[config.mk]
export PLATFORM = sky130hd
export DESIGN_NAME = sap_serial_port
export DESIGN_NICKNAME = d
export VERILOG_FILES = /design/src/hdl/sap_pkg.sv /design/src/hdl/sap_sync.sv /design/src/hdl/sap_buffer.sv /design/src/hdl/sap_serial_port.sv
export SDC_FILE = /design/constraint.sdc
export NUM_CORES = 1
export LEC_CHECK = 0
export ABC_CLOCK_PERIOD_IN_PS = 3670
export BUFFER_PORTS_ARGS = -buffer_cell sky130_fd_sc_hd__buf_2
export CAP_MARGIN = 5
export CORE_ASPECT_RATIO = 1.1
export CORE_UTILIZATION = 63
export CTS_CLUSTER_SIZE = 16
export DETAILED_ROUTE_END_ITERATION = 12
export PLACE_DENSITY = 0.92
export SYNTH_ARGS = -nofsm -noshare
export SYNTH_HDL_FRONTEND = slang
export SYNTH_SLANG_ARGS = --single-unit
[constraint.sdc]
create_clock -name clock -period 3.67 [get_ports clock]
set_input_delay 0.5505 -clock clock [delete_from_list [all_inputs] [get_ports clock]]
set_output_delay 0.5505 -clock clock [all_outputs]
set_load 0.02 [all_outputs]
[src/hdl/sap_pkg.sv]
// Shared constants and types for the converter serial port.
`default_nettype none
package sap_pkg;
	// Result word and clock
	localparam int RESULT_BITS = 14;
	localparam int RESULT_TOP = RESULT_BITS - 1;
	localparam int CLOCK_PERIOD_NS = 4;
	// Longest conversion time, 3.2 us; the count rounds down
	localparam int CONV_TIME_NS = 3200;
	localparam int CONV_CYCLES = CONV_TIME_NS / CLOCK_PERIOD_NS;
	// Result buffer between converter core and shifter
	localparam int BUF_DEPTH = 2;
	// Pin synchroniser lanes
	localparam int PIN_LANES = 3;
	localparam int LANE_CNV = 0;
	localparam int LANE_SCK = 1;
	localparam int LANE_SDI = 2;
	// Reset values
	localparam logic RST_LEVEL = 1'b0;
	localparam logic [RESULT_BITS-1:0] RST_WORD = 14'h0000;

	typedef enum logic [1:0] {SAP_IDLE, SAP_CONV, SAP_SHIFT} sap_state_e;
endpackage
`default_nettype wire

[src/hdl/sap_sync.sv]
// Two-flop synchroniser for pins from outside the clock domain.
`default_nettype none
module sap_sync #(
	parameter int WIDTH = 1
) (
	input wire logic clock,
	input wire logic rst,
	input wire logic [WIDTH-1:0] asyncIn,
	output logic [WIDTH-1:0] syncOut
);
	import sap_pkg::*;

	logic [WIDTH-1:0] stage1;
	logic [WIDTH-1:0] next_stage1;
	logic [WIDTH-1:0] next_syncOut;

	// First stage feeds only the second stage
	always_comb
	begin
		next_stage1 = asyncIn;
		next_syncOut = stage1;
	end

	always_ff @(posedge clock)
	begin
		if (rst)
		begin
			stage1 <= '0;
			syncOut <= '0;
		end
		else
		begin
			stage1 <= next_stage1;
			syncOut <= next_syncOut;
		end
	end
endmodule
`default_nettype wire

[src/hdl/sap_buffer.sv]
// Small result FIFO with valid and ready on both sides.
`default_nettype none
module sap_buffer #(
	parameter int WIDTH = 14,
	parameter int DEPTH = 2
) (
	input wire logic clock,
	input wire logic rst,
	input wire logic [WIDTH-1:0] inData,
	input wire logic inValid,
	output logic inReady,
	output logic [WIDTH-1:0] outData,
	output logic outValid,
	input wire logic outReady
);
	import sap_pkg::*;

	localparam int PtrW = (DEPTH > 1) ? $clog2(DEPTH) : 1;
	localparam int CntW = $clog2(DEPTH + 1);
	localparam logic [PtrW-1:0] LastPtr = PtrW'(DEPTH - 1);
	localparam logic [CntW-1:0] FullCount = CntW'(DEPTH);

	logic [WIDTH-1:0] mem [DEPTH];
	logic [PtrW-1:0] wrPtr;
	logic [PtrW-1:0] rdPtr;
	logic [CntW-1:0] count;
	logic [PtrW-1:0] next_wrPtr;
	logic [PtrW-1:0] next_rdPtr;
	logic [CntW-1:0] next_count;
	logic next_inReady;
	logic push;
	logic pop;

	// Pointer wrap for any depth
	function automatic logic [PtrW-1:0] bumpPtr(input logic [PtrW-1:0] ptr);
		bumpPtr = (ptr == LastPtr) ? '0 : PtrW'(ptr + 1'b1);
	endfunction

	assign outValid = (count != '0);
	assign outData = mem[rdPtr];

	// Ready is registered so the filling side sees a clean level
	always_comb
	begin
		push = inValid && inReady;
		pop = outValid && outReady;
		next_wrPtr = push ? bumpPtr(wrPtr) : wrPtr;
		next_rdPtr = pop ? bumpPtr(rdPtr) : rdPtr;
		next_count = count;
		if (push && !pop)
		begin
			next_count = CntW'(count + 1'b1);
		end
		else if (pop && !push)
		begin
			next_count = CntW'(count - 1'b1);
		end
		next_inReady = (next_count != FullCount);
	end

	always_ff @(posedge clock)
	begin
		if (rst)
		begin
			wrPtr <= '0;
			rdPtr <= '0;
			count <= '0;
			inReady <= 1'b0;
		end
		else
		begin
			wrPtr <= next_wrPtr;
			rdPtr <= next_rdPtr;
			count <= next_count;
			inReady <= next_inReady;
		end
	end

	// Storage carries data only, so it needs no reset
	always_ff @(posedge clock)
	begin
		if (push)
		begin
			mem[wrPtr] <= inData;
		end
	end
endmodule
`default_nettype wire

[src/hdl/sap_serial_port.sv]
// Serial result port of a 14-bit sampling converter: mode select, shifter, chain.
`default_nettype none
module sap_serial_port #(
	parameter int CONV_CYCLES = sap_pkg::CONV_CYCLES
) (
	input wire logic clock,
	input wire logic rst,
	input wire logic convertStrobe,
	input wire logic shiftClock,
	input wire logic serialChainIn,
	input wire logic [sap_pkg::RESULT_BITS-1:0] resultData,
	input wire logic resultValid,
	output logic resultReady,
	output logic conversionStart,
	output logic serialResultOut,
	output logic serialResultOutEn
);
	import sap_pkg::*;

	localparam int CountW = $clog2(CONV_CYCLES + 1);
	localparam int BitsW = $clog2(RESULT_BITS + 1);
	localparam logic [CountW-1:0] ConvLast = CountW'(CONV_CYCLES - 1);
	localparam logic [BitsW-1:0] BitsFull = BitsW'(RESULT_BITS);
	localparam int ConvBound = 801;

	logic [PIN_LANES-1:0] pinSync;
	logic cnvSync;
	logic sckSync;
	logic sdiSync;
	logic cnvPrev;
	logic sckPrev;
	logic cnvRise;
	logic sckFall;
	logic selectLow;

	sap_state_e state;
	sap_state_e next_state;
	logic chainMode;
	logic next_chainMode;
	logic busyMode;
	logic next_busyMode;
	logic busyPending;
	logic next_busyPending;
	logic [CountW-1:0] convCount;
	logic [CountW-1:0] next_convCount;
	logic [BitsW-1:0] bitsLeft;
	logic [BitsW-1:0] next_bitsLeft;
	logic [RESULT_BITS-1:0] shiftReg;
	logic [RESULT_BITS-1:0] next_shiftReg;
	logic next_conversionStart;
	logic next_serialResultOut;
	logic next_serialResultOutEn;
	logic [RESULT_BITS-1:0] bufData;
	logic bufValid;
	logic bufPop;

	// Edge detectors on synchronised pin levels
	function automatic logic edgeRise(input logic prev, input logic now);
		edgeRise = !prev && now;
	endfunction

	function automatic logic edgeFall(input logic prev, input logic now);
		edgeFall = prev && !now;
	endfunction

	// All three pins share one latency so mode sampling stays aligned
	sap_sync #(
		.WIDTH(PIN_LANES)
	) u_sync (
		.clock(clock),
		.rst(rst),
		.asyncIn({serialChainIn, shiftClock, convertStrobe}),
		.syncOut(pinSync)
	);

	// Results from the core wait here; a full buffer stalls the core, not drops a word
	sap_buffer #(
		.WIDTH(RESULT_BITS),
		.DEPTH(BUF_DEPTH)
	) u_buf (
		.clock(clock),
		.rst(rst),
		.inData(resultData),
		.inValid(resultValid),
		.inReady(resultReady),
		.outData(bufData),
		.outValid(bufValid),
		.outReady(bufPop)
	);

	assign cnvSync = pinSync[LANE_CNV];
	assign sckSync = pinSync[LANE_SCK];
	assign sdiSync = pinSync[LANE_SDI];
	assign cnvRise = edgeRise(cnvPrev, cnvSync);
	assign sckFall = edgeFall(sckPrev, sckSync);
	assign selectLow = !cnvSync || !sdiSync;

	// Sequencer, shifter and output next values
	always_comb
	begin
		next_state = state;
		next_chainMode = chainMode;
		next_busyMode = busyMode;
		next_busyPending = busyPending;
		next_convCount = convCount;
		next_bitsLeft = bitsLeft;
		next_shiftReg = shiftReg;
		next_conversionStart = 1'b0;
		bufPop = 1'b0;
		if (cnvRise)
		begin
			// A new rise aborts any readout in progress
			next_state = SAP_CONV;
			next_chainMode = !sdiSync;
			next_convCount = '0;
			next_conversionStart = 1'b1;
			next_busyMode = 1'b0;
			next_busyPending = 1'b0;
		end
		else
		begin
			case (state)
				SAP_CONV:
				begin
					if (convCount != ConvLast)
					begin
						next_convCount = CountW'(convCount + 1'b1);
					end
					else if (bufValid)
					begin
						// Core must have a word by now or the deadline slips
						bufPop = 1'b1;
						next_shiftReg = bufData;
						next_bitsLeft = BitsFull;
						next_state = SAP_SHIFT;
						next_busyMode = !chainMode && selectLow;
						next_busyPending = !chainMode && selectLow;
					end
				end
				SAP_SHIFT:
				begin
					if (sckFall)
					begin
						if (chainMode)
						begin
							// Own word leaves first, upstream bits follow it
							next_shiftReg = {shiftReg[RESULT_TOP-1:0], sdiSync};
						end
						else if (busyPending)
						begin
							// First fall after the busy high brings out the top bit
							next_busyPending = 1'b0;
						end
						else if (bitsLeft != '0)
						begin
							next_shiftReg = {shiftReg[RESULT_TOP-1:0], RST_LEVEL};
							next_bitsLeft = BitsW'(bitsLeft - 1'b1);
						end
					end
				end
				default:
				begin
					next_state = state;
				end
			endcase
		end
		// Output level: low while converting, busy high, then data
		if (next_state == SAP_CONV)
		begin
			next_serialResultOut = 1'b0;
		end
		else if (next_busyPending)
		begin
			next_serialResultOut = 1'b1;
		end
		else
		begin
			next_serialResultOut = next_shiftReg[RESULT_TOP];
		end
		// Chain mode always drives; the host holds the strobe high there
		if (next_chainMode)
		begin
			next_serialResultOutEn = (next_state != SAP_IDLE);
		end
		else
		begin
			next_serialResultOutEn = selectLow && ((next_state == SAP_CONV)
				|| (next_state == SAP_SHIFT && (next_busyPending || next_bitsLeft != '0)));
		end
	end

	// Register stage; every output except resultReady, which the buffer registers, comes from here
	always_ff @(posedge clock)
	begin
		if (rst)
		begin
			cnvPrev <= RST_LEVEL;
			sckPrev <= RST_LEVEL;
			state <= SAP_IDLE;
			chainMode <= 1'b0;
			busyMode <= 1'b0;
			busyPending <= 1'b0;
			convCount <= '0;
			bitsLeft <= '0;
			shiftReg <= RST_WORD;
			conversionStart <= 1'b0;
			serialResultOut <= RST_LEVEL;
			serialResultOutEn <= 1'b0;
		end
		else
		begin
			cnvPrev <= cnvSync;
			sckPrev <= sckSync;
			state <= next_state;
			chainMode <= next_chainMode;
			busyMode <= next_busyMode;
			busyPending <= next_busyPending;
			convCount <= next_convCount;
			bitsLeft <= next_bitsLeft;
			shiftReg <= next_shiftReg;
			conversionStart <= next_conversionStart;
			serialResultOut <= next_serialResultOut;
			serialResultOutEn <= next_serialResultOutEn;
		end
	end

	// Checks on the sequencer and output pin
	property p_start;
		@(posedge clock) disable iff (rst)
		cnvRise |=> (state == SAP_CONV) && conversionStart && (convCount == '0);
	endproperty
	a_start: assert property (p_start) else $error("rise did not start conversion");

	property p_chain_sel;
		@(posedge clock) disable iff (rst)
		(cnvRise && !sdiSync) |=> chainMode;
	endproperty
	a_chain_sel: assert property (p_chain_sel) else $error("chain mode not selected");

	property p_cs_sel;
		@(posedge clock) disable iff (rst)
		(cnvRise && sdiSync) |=> !chainMode;
	endproperty
	a_cs_sel: assert property (p_cs_sel) else $error("select mode not selected");

	property p_deselect;
		@(posedge clock) disable iff (rst)
		(!next_chainMode && cnvSync && sdiSync) |=> !serialResultOutEn;
	endproperty
	a_deselect: assert property (p_deselect) else $error("output driven while deselected");

	property p_chain_in;
		@(posedge clock) disable iff (rst)
		(chainMode && state == SAP_SHIFT && sckFall && !cnvRise)
			|=> (shiftReg[0] == $past(sdiSync)) && (serialResultOut == shiftReg[RESULT_TOP]);
	endproperty
	a_chain_in: assert property (p_chain_in) else $error("chain bit not taken");

	property p_conv_time;
		@(posedge clock) disable iff (rst)
		$rose(state == SAP_CONV) |-> ##[1:ConvBound] (state != SAP_CONV);
	endproperty
	a_conv_time: assert property (p_conv_time) else $error("conversion overran");

	property p_shift_edge;
		@(posedge clock) disable iff (rst)
		(state == SAP_SHIFT && $past(state) == SAP_SHIFT && $past(cnvRise) == 1'b0
			&& $changed(shiftReg)) |-> $past(sckFall);
	endproperty
	a_shift_edge: assert property (p_shift_edge) else $error("shift without clock fall");

	property p_busy_high;
		@(posedge clock) disable iff (rst)
		$rose(busyPending) |-> serialResultOut && $past(state) == SAP_CONV && busyMode;
	endproperty
	a_busy_high: assert property (p_busy_high) else $error("busy edge missing");

	property p_busy_latch;
		@(posedge clock) disable iff (rst)
		(state == SAP_CONV && next_state == SAP_SHIFT && !chainMode)
			|=> busyMode == $past(selectLow);
	endproperty
	a_busy_latch: assert property (p_busy_latch) else $error("busy flag wrong");

	property p_float_end;
		@(posedge clock) disable iff (rst)
		(!next_chainMode && next_state == SAP_SHIFT && !next_busyPending
			&& next_bitsLeft == '0) |=> !serialResultOutEn;
	endproperty
	a_float_end: assert property (p_float_end) else $error("output not floated at end");
endmodule
`default_nettype wire

-- Word-level counts from Yosys, hierarchy flattened
Memory sizes are Yosys's and may differ from the RTL's. A register that Yosys moved wholly into a read port is not among the register bits.
Index checks and enable logic that the tools add are counted.
W data, S select, Z words.
- $mul: 0
- add/sub/neg operators: 6
- shift operators: 0
- multiplexer cells: 42
- equal/unequal tests: 11
- divide/modulo/power cells: 0
- magnitude comparators: 0
- bitwise operators: 1
- reduce and logical (&&, ||, !) cells: 28
- operators by type and width (kind ; count):
    $mux W14 ; 7
    $mux W4 ; 7
    $pmux W14 S2 ; 1
    $mux W1 ; 19
    $mux W2 ; 6
    $add A10 B1 Y10 const B ; 1
    $ne A10 B10 Y1 const B ; 1
    $logic_and A1 B1 Y1 ; 9
    $pmux W4 S2 ; 1
    $reduce_bool A4 Y1 ; 2
    $logic_not A1 Y1 ; 7
    $reduce_and A7 Y1 ; 1
    $ne A2 B2 Y1 const B ; 3
    $ne A3 B3 Y1 const B ; 2
    $reduce_bool A2 Y1 ; 3
    $eq A2 B1 Y1 const B ; 2
    $eq A2 B2 Y1 const B ; 2
    $reduce_or A2 Y1 ; 2
    $sub A4 B1 Y4 const B ; 1
    $logic_or A1 B1 Y1 ; 3
    $add A1 B1 Y1 const B ; 2
    $add A2 B1 Y2 const B ; 1
    $ne A2 B1 Y1 const B ; 1
    $pmux W1 S2 ; 1
    3 further kinds ; 3
- output and inout port bits: 4
- ROM bits: 0
- RAM bits: 28
- bits in latches: 0
- flip-flop bits (word level): 48
- memories: 1
- memories (name ; depth ; bits a word ; read ports ; clocked after memory_dff ; wr ports ; line ; text):
    u_buf.mem ; 2 ; 14 ; 1 ; 1 ; 1 ; sap_buffer.sv:23 ; logic [WIDTH-1:0] mem [DEPTH];

-- Longest topological paths before layout
- word-level depth: 13
- mapped depth: 9

-- By module
Synthesis repeated with hierarchy kept, for this count alone.
- cells, all modules: 310
- area, all modules: 3335.7 sq um
- modules (own cells, without submodules) (module ; area an instance (sq um) ; cells each ; times used):
    sap_serial_port ; 1890.6 ; 224 ; 1
    sap_buffer ; 1287.5 ; 74 ; 1
    sap_sync ; 157.7 ; 12 ; 1

-- Least setup slack after synthesis
No wires, ideal clock.
- path type: reg2reg
- from: register u_buf.count[0]
- to: register u_buf.inReady
- data required time: 3.584 ns
- slack: 1.388 ns
- arrival time: 2.196 ns
- setup time: 0.086 ns
- cell stages (with the launch flop): 10
- cell sequence: dfxtp_1 -> inv_1 -> ha_1 -> or4_1 -> or4_1 -> clkbuf_1 -> nor2_2 -> xnor2_1 -> nor3_1 -> a211oi_1
- cells in the longest elaborated chain, start to end: 10
- elaborated cells on any way between the ends: 14
- RTL lines (item ; line ; text):
    start: declaration ; sap_buffer.sv:26 ; logic [CntW-1:0] count;
    start signal: assignment ; sap_buffer.sv:74 ; count <= next_count;
    $reduce_bool A2 Y1 ; sap_buffer.sv:39 ; assign outValid = (count != '0);
    $mux W1 ; sap_serial_port.sv:129 ; else if (bufValid)
    $mux W1 ; sap_serial_port.sv:125 ; if (convCount != ConvLast)
    $mux W1 ; sap_serial_port.sv:122 ; case (state)
    $mux W1 ; sap_serial_port.sv:110 ; if (cnvRise)
    $logic_and A1 B1 Y1 ; sap_buffer.sv:46 ; pop = outValid && outReady;
    $logic_and A1 B1 Y1 or $logic_not A1 Y1 (tied branches) ; sap_buffer.sv:54, sap_buffer.sv:50 ;
    $mux W2 or $logic_and A1 B1 Y1 (tied branches) ; sap_buffer.sv:54, sap_buffer.sv:50 ;
    $mux W2 * ; sap_buffer.sv:50 ; if (push && !pop)
    $ne A2 B2 Y1 * ; sap_buffer.sv:58 ; next_inReady = (next_count != FullCount);
    end signal: assignment ; sap_buffer.sv:75 ; inReady <= next_inReady;
    end: declaration ; sap_buffer.sv:11 ; output logic inReady,
Every way passes the cells marked *; elsewhere a longest branch is shown, timed or not.
A chain may end at the register's enable or synchronous reset.

-- Worst setup path in the final report
- from: register u_buf.count[0]
- to: register shiftReg[2]
- cells in the longest elaborated chain, start to end: 3
- RTL lines (item ; line ; text):
    $reduce_bool A2 Y1 ; sap_buffer.sv:39 ;
    $ne A2 B1 Y1 (no source line) ; n/a ;
    $reduce_and A7 Y1 (no source line) ; n/a ;
    end signal: assignment ; sap_serial_port.sv:220 ; shiftReg <= next_shiftReg;
    end: declaration ; sap_serial_port.sv:48 ; logic [RESULT_BITS-1:0] shiftReg;
No other way between the ends.

==> impl_metrics.json <==
{
  "status": "finished clean",
  "synth_edf_count": 28,
  "critPathKind": "reg -> reg",
  "cts-hold-fix-buffers": 0,
  "port_buffers": 23,
  "path_max_fanout": 14,
  "place_area_um2": 3370,
  "crit_path_end_kind": "flip-flop",
  "r2r-start": "u_buf.count[0]",
  "grt_pass1_vias": 2379,
  "maxCapViolCount": 0,
  "core-area_um2": 4780,
  "seq_area_frac_synth_pct": 56.5,
  "whs_path_depth": 1,
  "dr.pass1.iters": 4,
  "cp_cell_sequence": "inv_1, ha_1, or4_1, o31ai_1, nand2_1, a21oi_2, buf_4, nor2_1, a211oi_1",
  "synthMuxAreaShare_pct": 5.00,
  "drive_gt1_share_pct": 13.4,
  "wl_um": 6030,
  "regArea_um2": 1820,
  "gp_congestion": 0.950,
  "worst_pin_slew_ps": 1130,
  "rsz0062_at_grt": "no",
  "final_max_slew_viol_count": 0,
  "finClkSkew_ps": 6.39,
  "pin_count": 24,
  "design_area_um2": 3530,
  "cts_sinks": 77,
  "yosys_warnings": 0,
  "rows": 26,
  "htree_levels": 3,
  "cp_num_cells": 9,
  "die-area_um2": 5410,
  "yosys.area_share.xor_xnor_pct": 2.71,
  "cts_resized": 0,
  "antenna_cells": 0,
  "cts_buffers": 9,
  "cts_setup_buffers": 0,
  "yosys.area_share.simple_pct": 17.8,
  "antenna_found_initial": 0,
  "synth_compound_area_share_pct": 13.2,
  "critPathLaunchType": "flip-flop",
  "synthArstFlopShare_pct": 0,
  "crit_start": "u_buf.count[0]",
  "irDropWorstVdd_v": 0.000333,
  "hold_path.class": "in -> reg",
  "synth_top_family_by_area": "simple AND/OR/NAND/NOR gates",
  "reg2regPathDepth": 9,
  "syn_area_um2": 3230,
  "p_leak_uw": 0.00120,
  "finalSetupTns_ps": 0,
  "drtAntennaViolNets": 0,
  "hp-start": "resultData[4]",
  "grt_max_degree": 38,
  "dp.final_hpwl_um": 3950,
  "die_x_um": 70.2,
  "drc": 0,
  "cp.buffers_inverters": 2,
  "slew_headroom_pct": 24.2,
  "hold_viol": 0,
  "cts_tree": "built",
  "crit_family": "compound AO/OA/AOI/OAI gates",
  "routed_via_density": 5.97,
  "grt_pass1_wl_um": 10300,
  "synthAdderAreaFrac_pct": 1.94,
  "synth-main-ff-cell": "dfxtp_1",
  "vias": 2387,
  "period_needed_ps": 2760,
  "multi_input_area_um2": 1310,
  "setup_viol_count_final": 0,
  "r2r_slack_ps": 910,
  "fin_crit_sh_pct": 75.2,
  "cts_root_buf": "clkbuf_8",
  "fillerInstances": 312,
  "die_y_um": 77.1,
  "yosys.cell_types.count": 43,
  "track_usage_pct": 24.6,
  "cp_slowest_stage_delay_ps": 480,
  "critPathArrivalTime_ps": 3000,
  "crit_path_top_delay_cell": "a21oi_2",
  "required_ps": 3910,
  "start_util_pct": 67.5,
  "fmax_mhz": 362,
  "drtIter0Drc": 216,
  "p_per_area_nw_per_um2": 458,
  "cts.path.max_buffers": 2,
  "clkLatencyLatePin_ps": 340,
  "nets": 364,
  "ys_ff_latch": 77,
  "syn-num-nets": 343,
  "drt-wirelength-per-cell_um": 15.1,
  "syn_to_final_growth_pct": 9.50,
  "path_clk_slew_ps": 70,
  "syn-instance-count": 318,
  "gr-total-overflow": 0,
  "syn_area_per_cell_um2": 10.1
}
## where the power goes
part / total, µW / internal [µW] / switching, µW
Clock: 531 / 240 / 292
Sequential: 953 / 931 / 21.2
Combinational: 136 / 52.4 / 83.3
Total: 1620 / 1220 / 396
## cells by family (layout without fill, tap and decap cells)
kind of cell,count (synthesis),after routing
AOI/OAI and AO/OA,66,66
and+or+nand+nor,119,119
DFF,77,77
xor gates and xnor gates,10,10
buffers and inverters,25,51
adders and majority gates,5,5
muxes,16,16
## worst reg2reg max path, stage by stage (launching register included)
cell and delay (ps):
dfxtp_1 390, inv_1 60, ha_1 180, or4_1 430
o31ai_1 360, nand2_1 170, a21oi_2 480, buf_4 300
nor2_1 60, a211oi_1 240
## synth_stat cells, types with 5 or more instances
cell      instances  share of area (%)
clkbuf_1         13                1.5
ha_1              5                1.9
inv_1            11                1.3
dfxtp_1          49                 30
mux2i_1          15                4.7
nor2b_1          10                1.9
nor2_1           52                6.0
edfxtp_1         28                 26
nand2_1          20                2.3
nor3_1            6               0.93
or3_1             5               0.97
a21oi_1          24                3.7
o21ai_0           9                1.4
a211oi_1         17                4.0
xor2_1            6                1.6
## layer usage
metal	part of all wire, %	global-route usage, %	up-vias	wire, µm
met5	0	0	-	0
met4	2.2	16.2	0	133
met3	3.8	4.60	15	228
met2	52	40.9	58	3160
met1	42	28.8	1144	2510
li1	-	-	1170	-
## path summary, 6_finish.rpt
path | endpoint
max | shiftReg[2]
min | u_buf.mem[0][4]
max reg2reg | shiftReg[2]
min reg2reg | u_sync.syncOut[2]
## metrics by stage
| step | total power (µW) | setup slack [ps] | hold slack, ps | utilization [%] | cells |
|---|---|---|---|---|---|
| after global placement | 1100 | 1090 | 417 | 70.4 | 384 |
| after floorplan | 1070 | 1390 | 414 | - | 318 |
| final | 1620 | 909 | 399 | 73.9 | 400 |
| after global routing | 1690 | 678 | 382 | 73.9 | 400 |
| after CTS | 1630 | 929 | 386 | 73.9 | 400 |
| after detailed placement | 1100 | 978 | 433 | 70.4 | 384 |
## sequential cells by signal, summed over array words and instances, names as in the netlist, 2 cells and up, named ones only
signal and cells:
bitsLeft 4, u_buf.mem 28, convCount 10, u_sync.syncOut 3, u_buf.count 2, state 2, u_sync.next_syncOut 3, shiftReg 14
## layout make-up
type / instances / share of cell area, %
Sequential cell: 77 / 51.6
Multi-Input combinational cell: 216 / 37.1
Timing Repair Buffer: 24 / 3.47
Inverter: 11 / 1.17
Clock buffer: 9 / 3.51
Clock inverter: 7 / 1.20
Tap cell: 56 / 1.98
## layout by cell type (no fill, tap or decap), types with 5 or more instances in the layout
cell type and count:
a211oi_1 17, a21oi_1 24, buf_2 23, clkbuf_8 9, dfxtp_1 49, edfxtp_1 28, ha_1 5, inv_1 11
mux2i_1 15, nand2_1 20, nor2_1 52, nor2b_1 10, nor3_1 6, o21ai_0 9, or3_1 5, xor2_1 6
No activity file was read; power rests on OpenSTA's default activity.
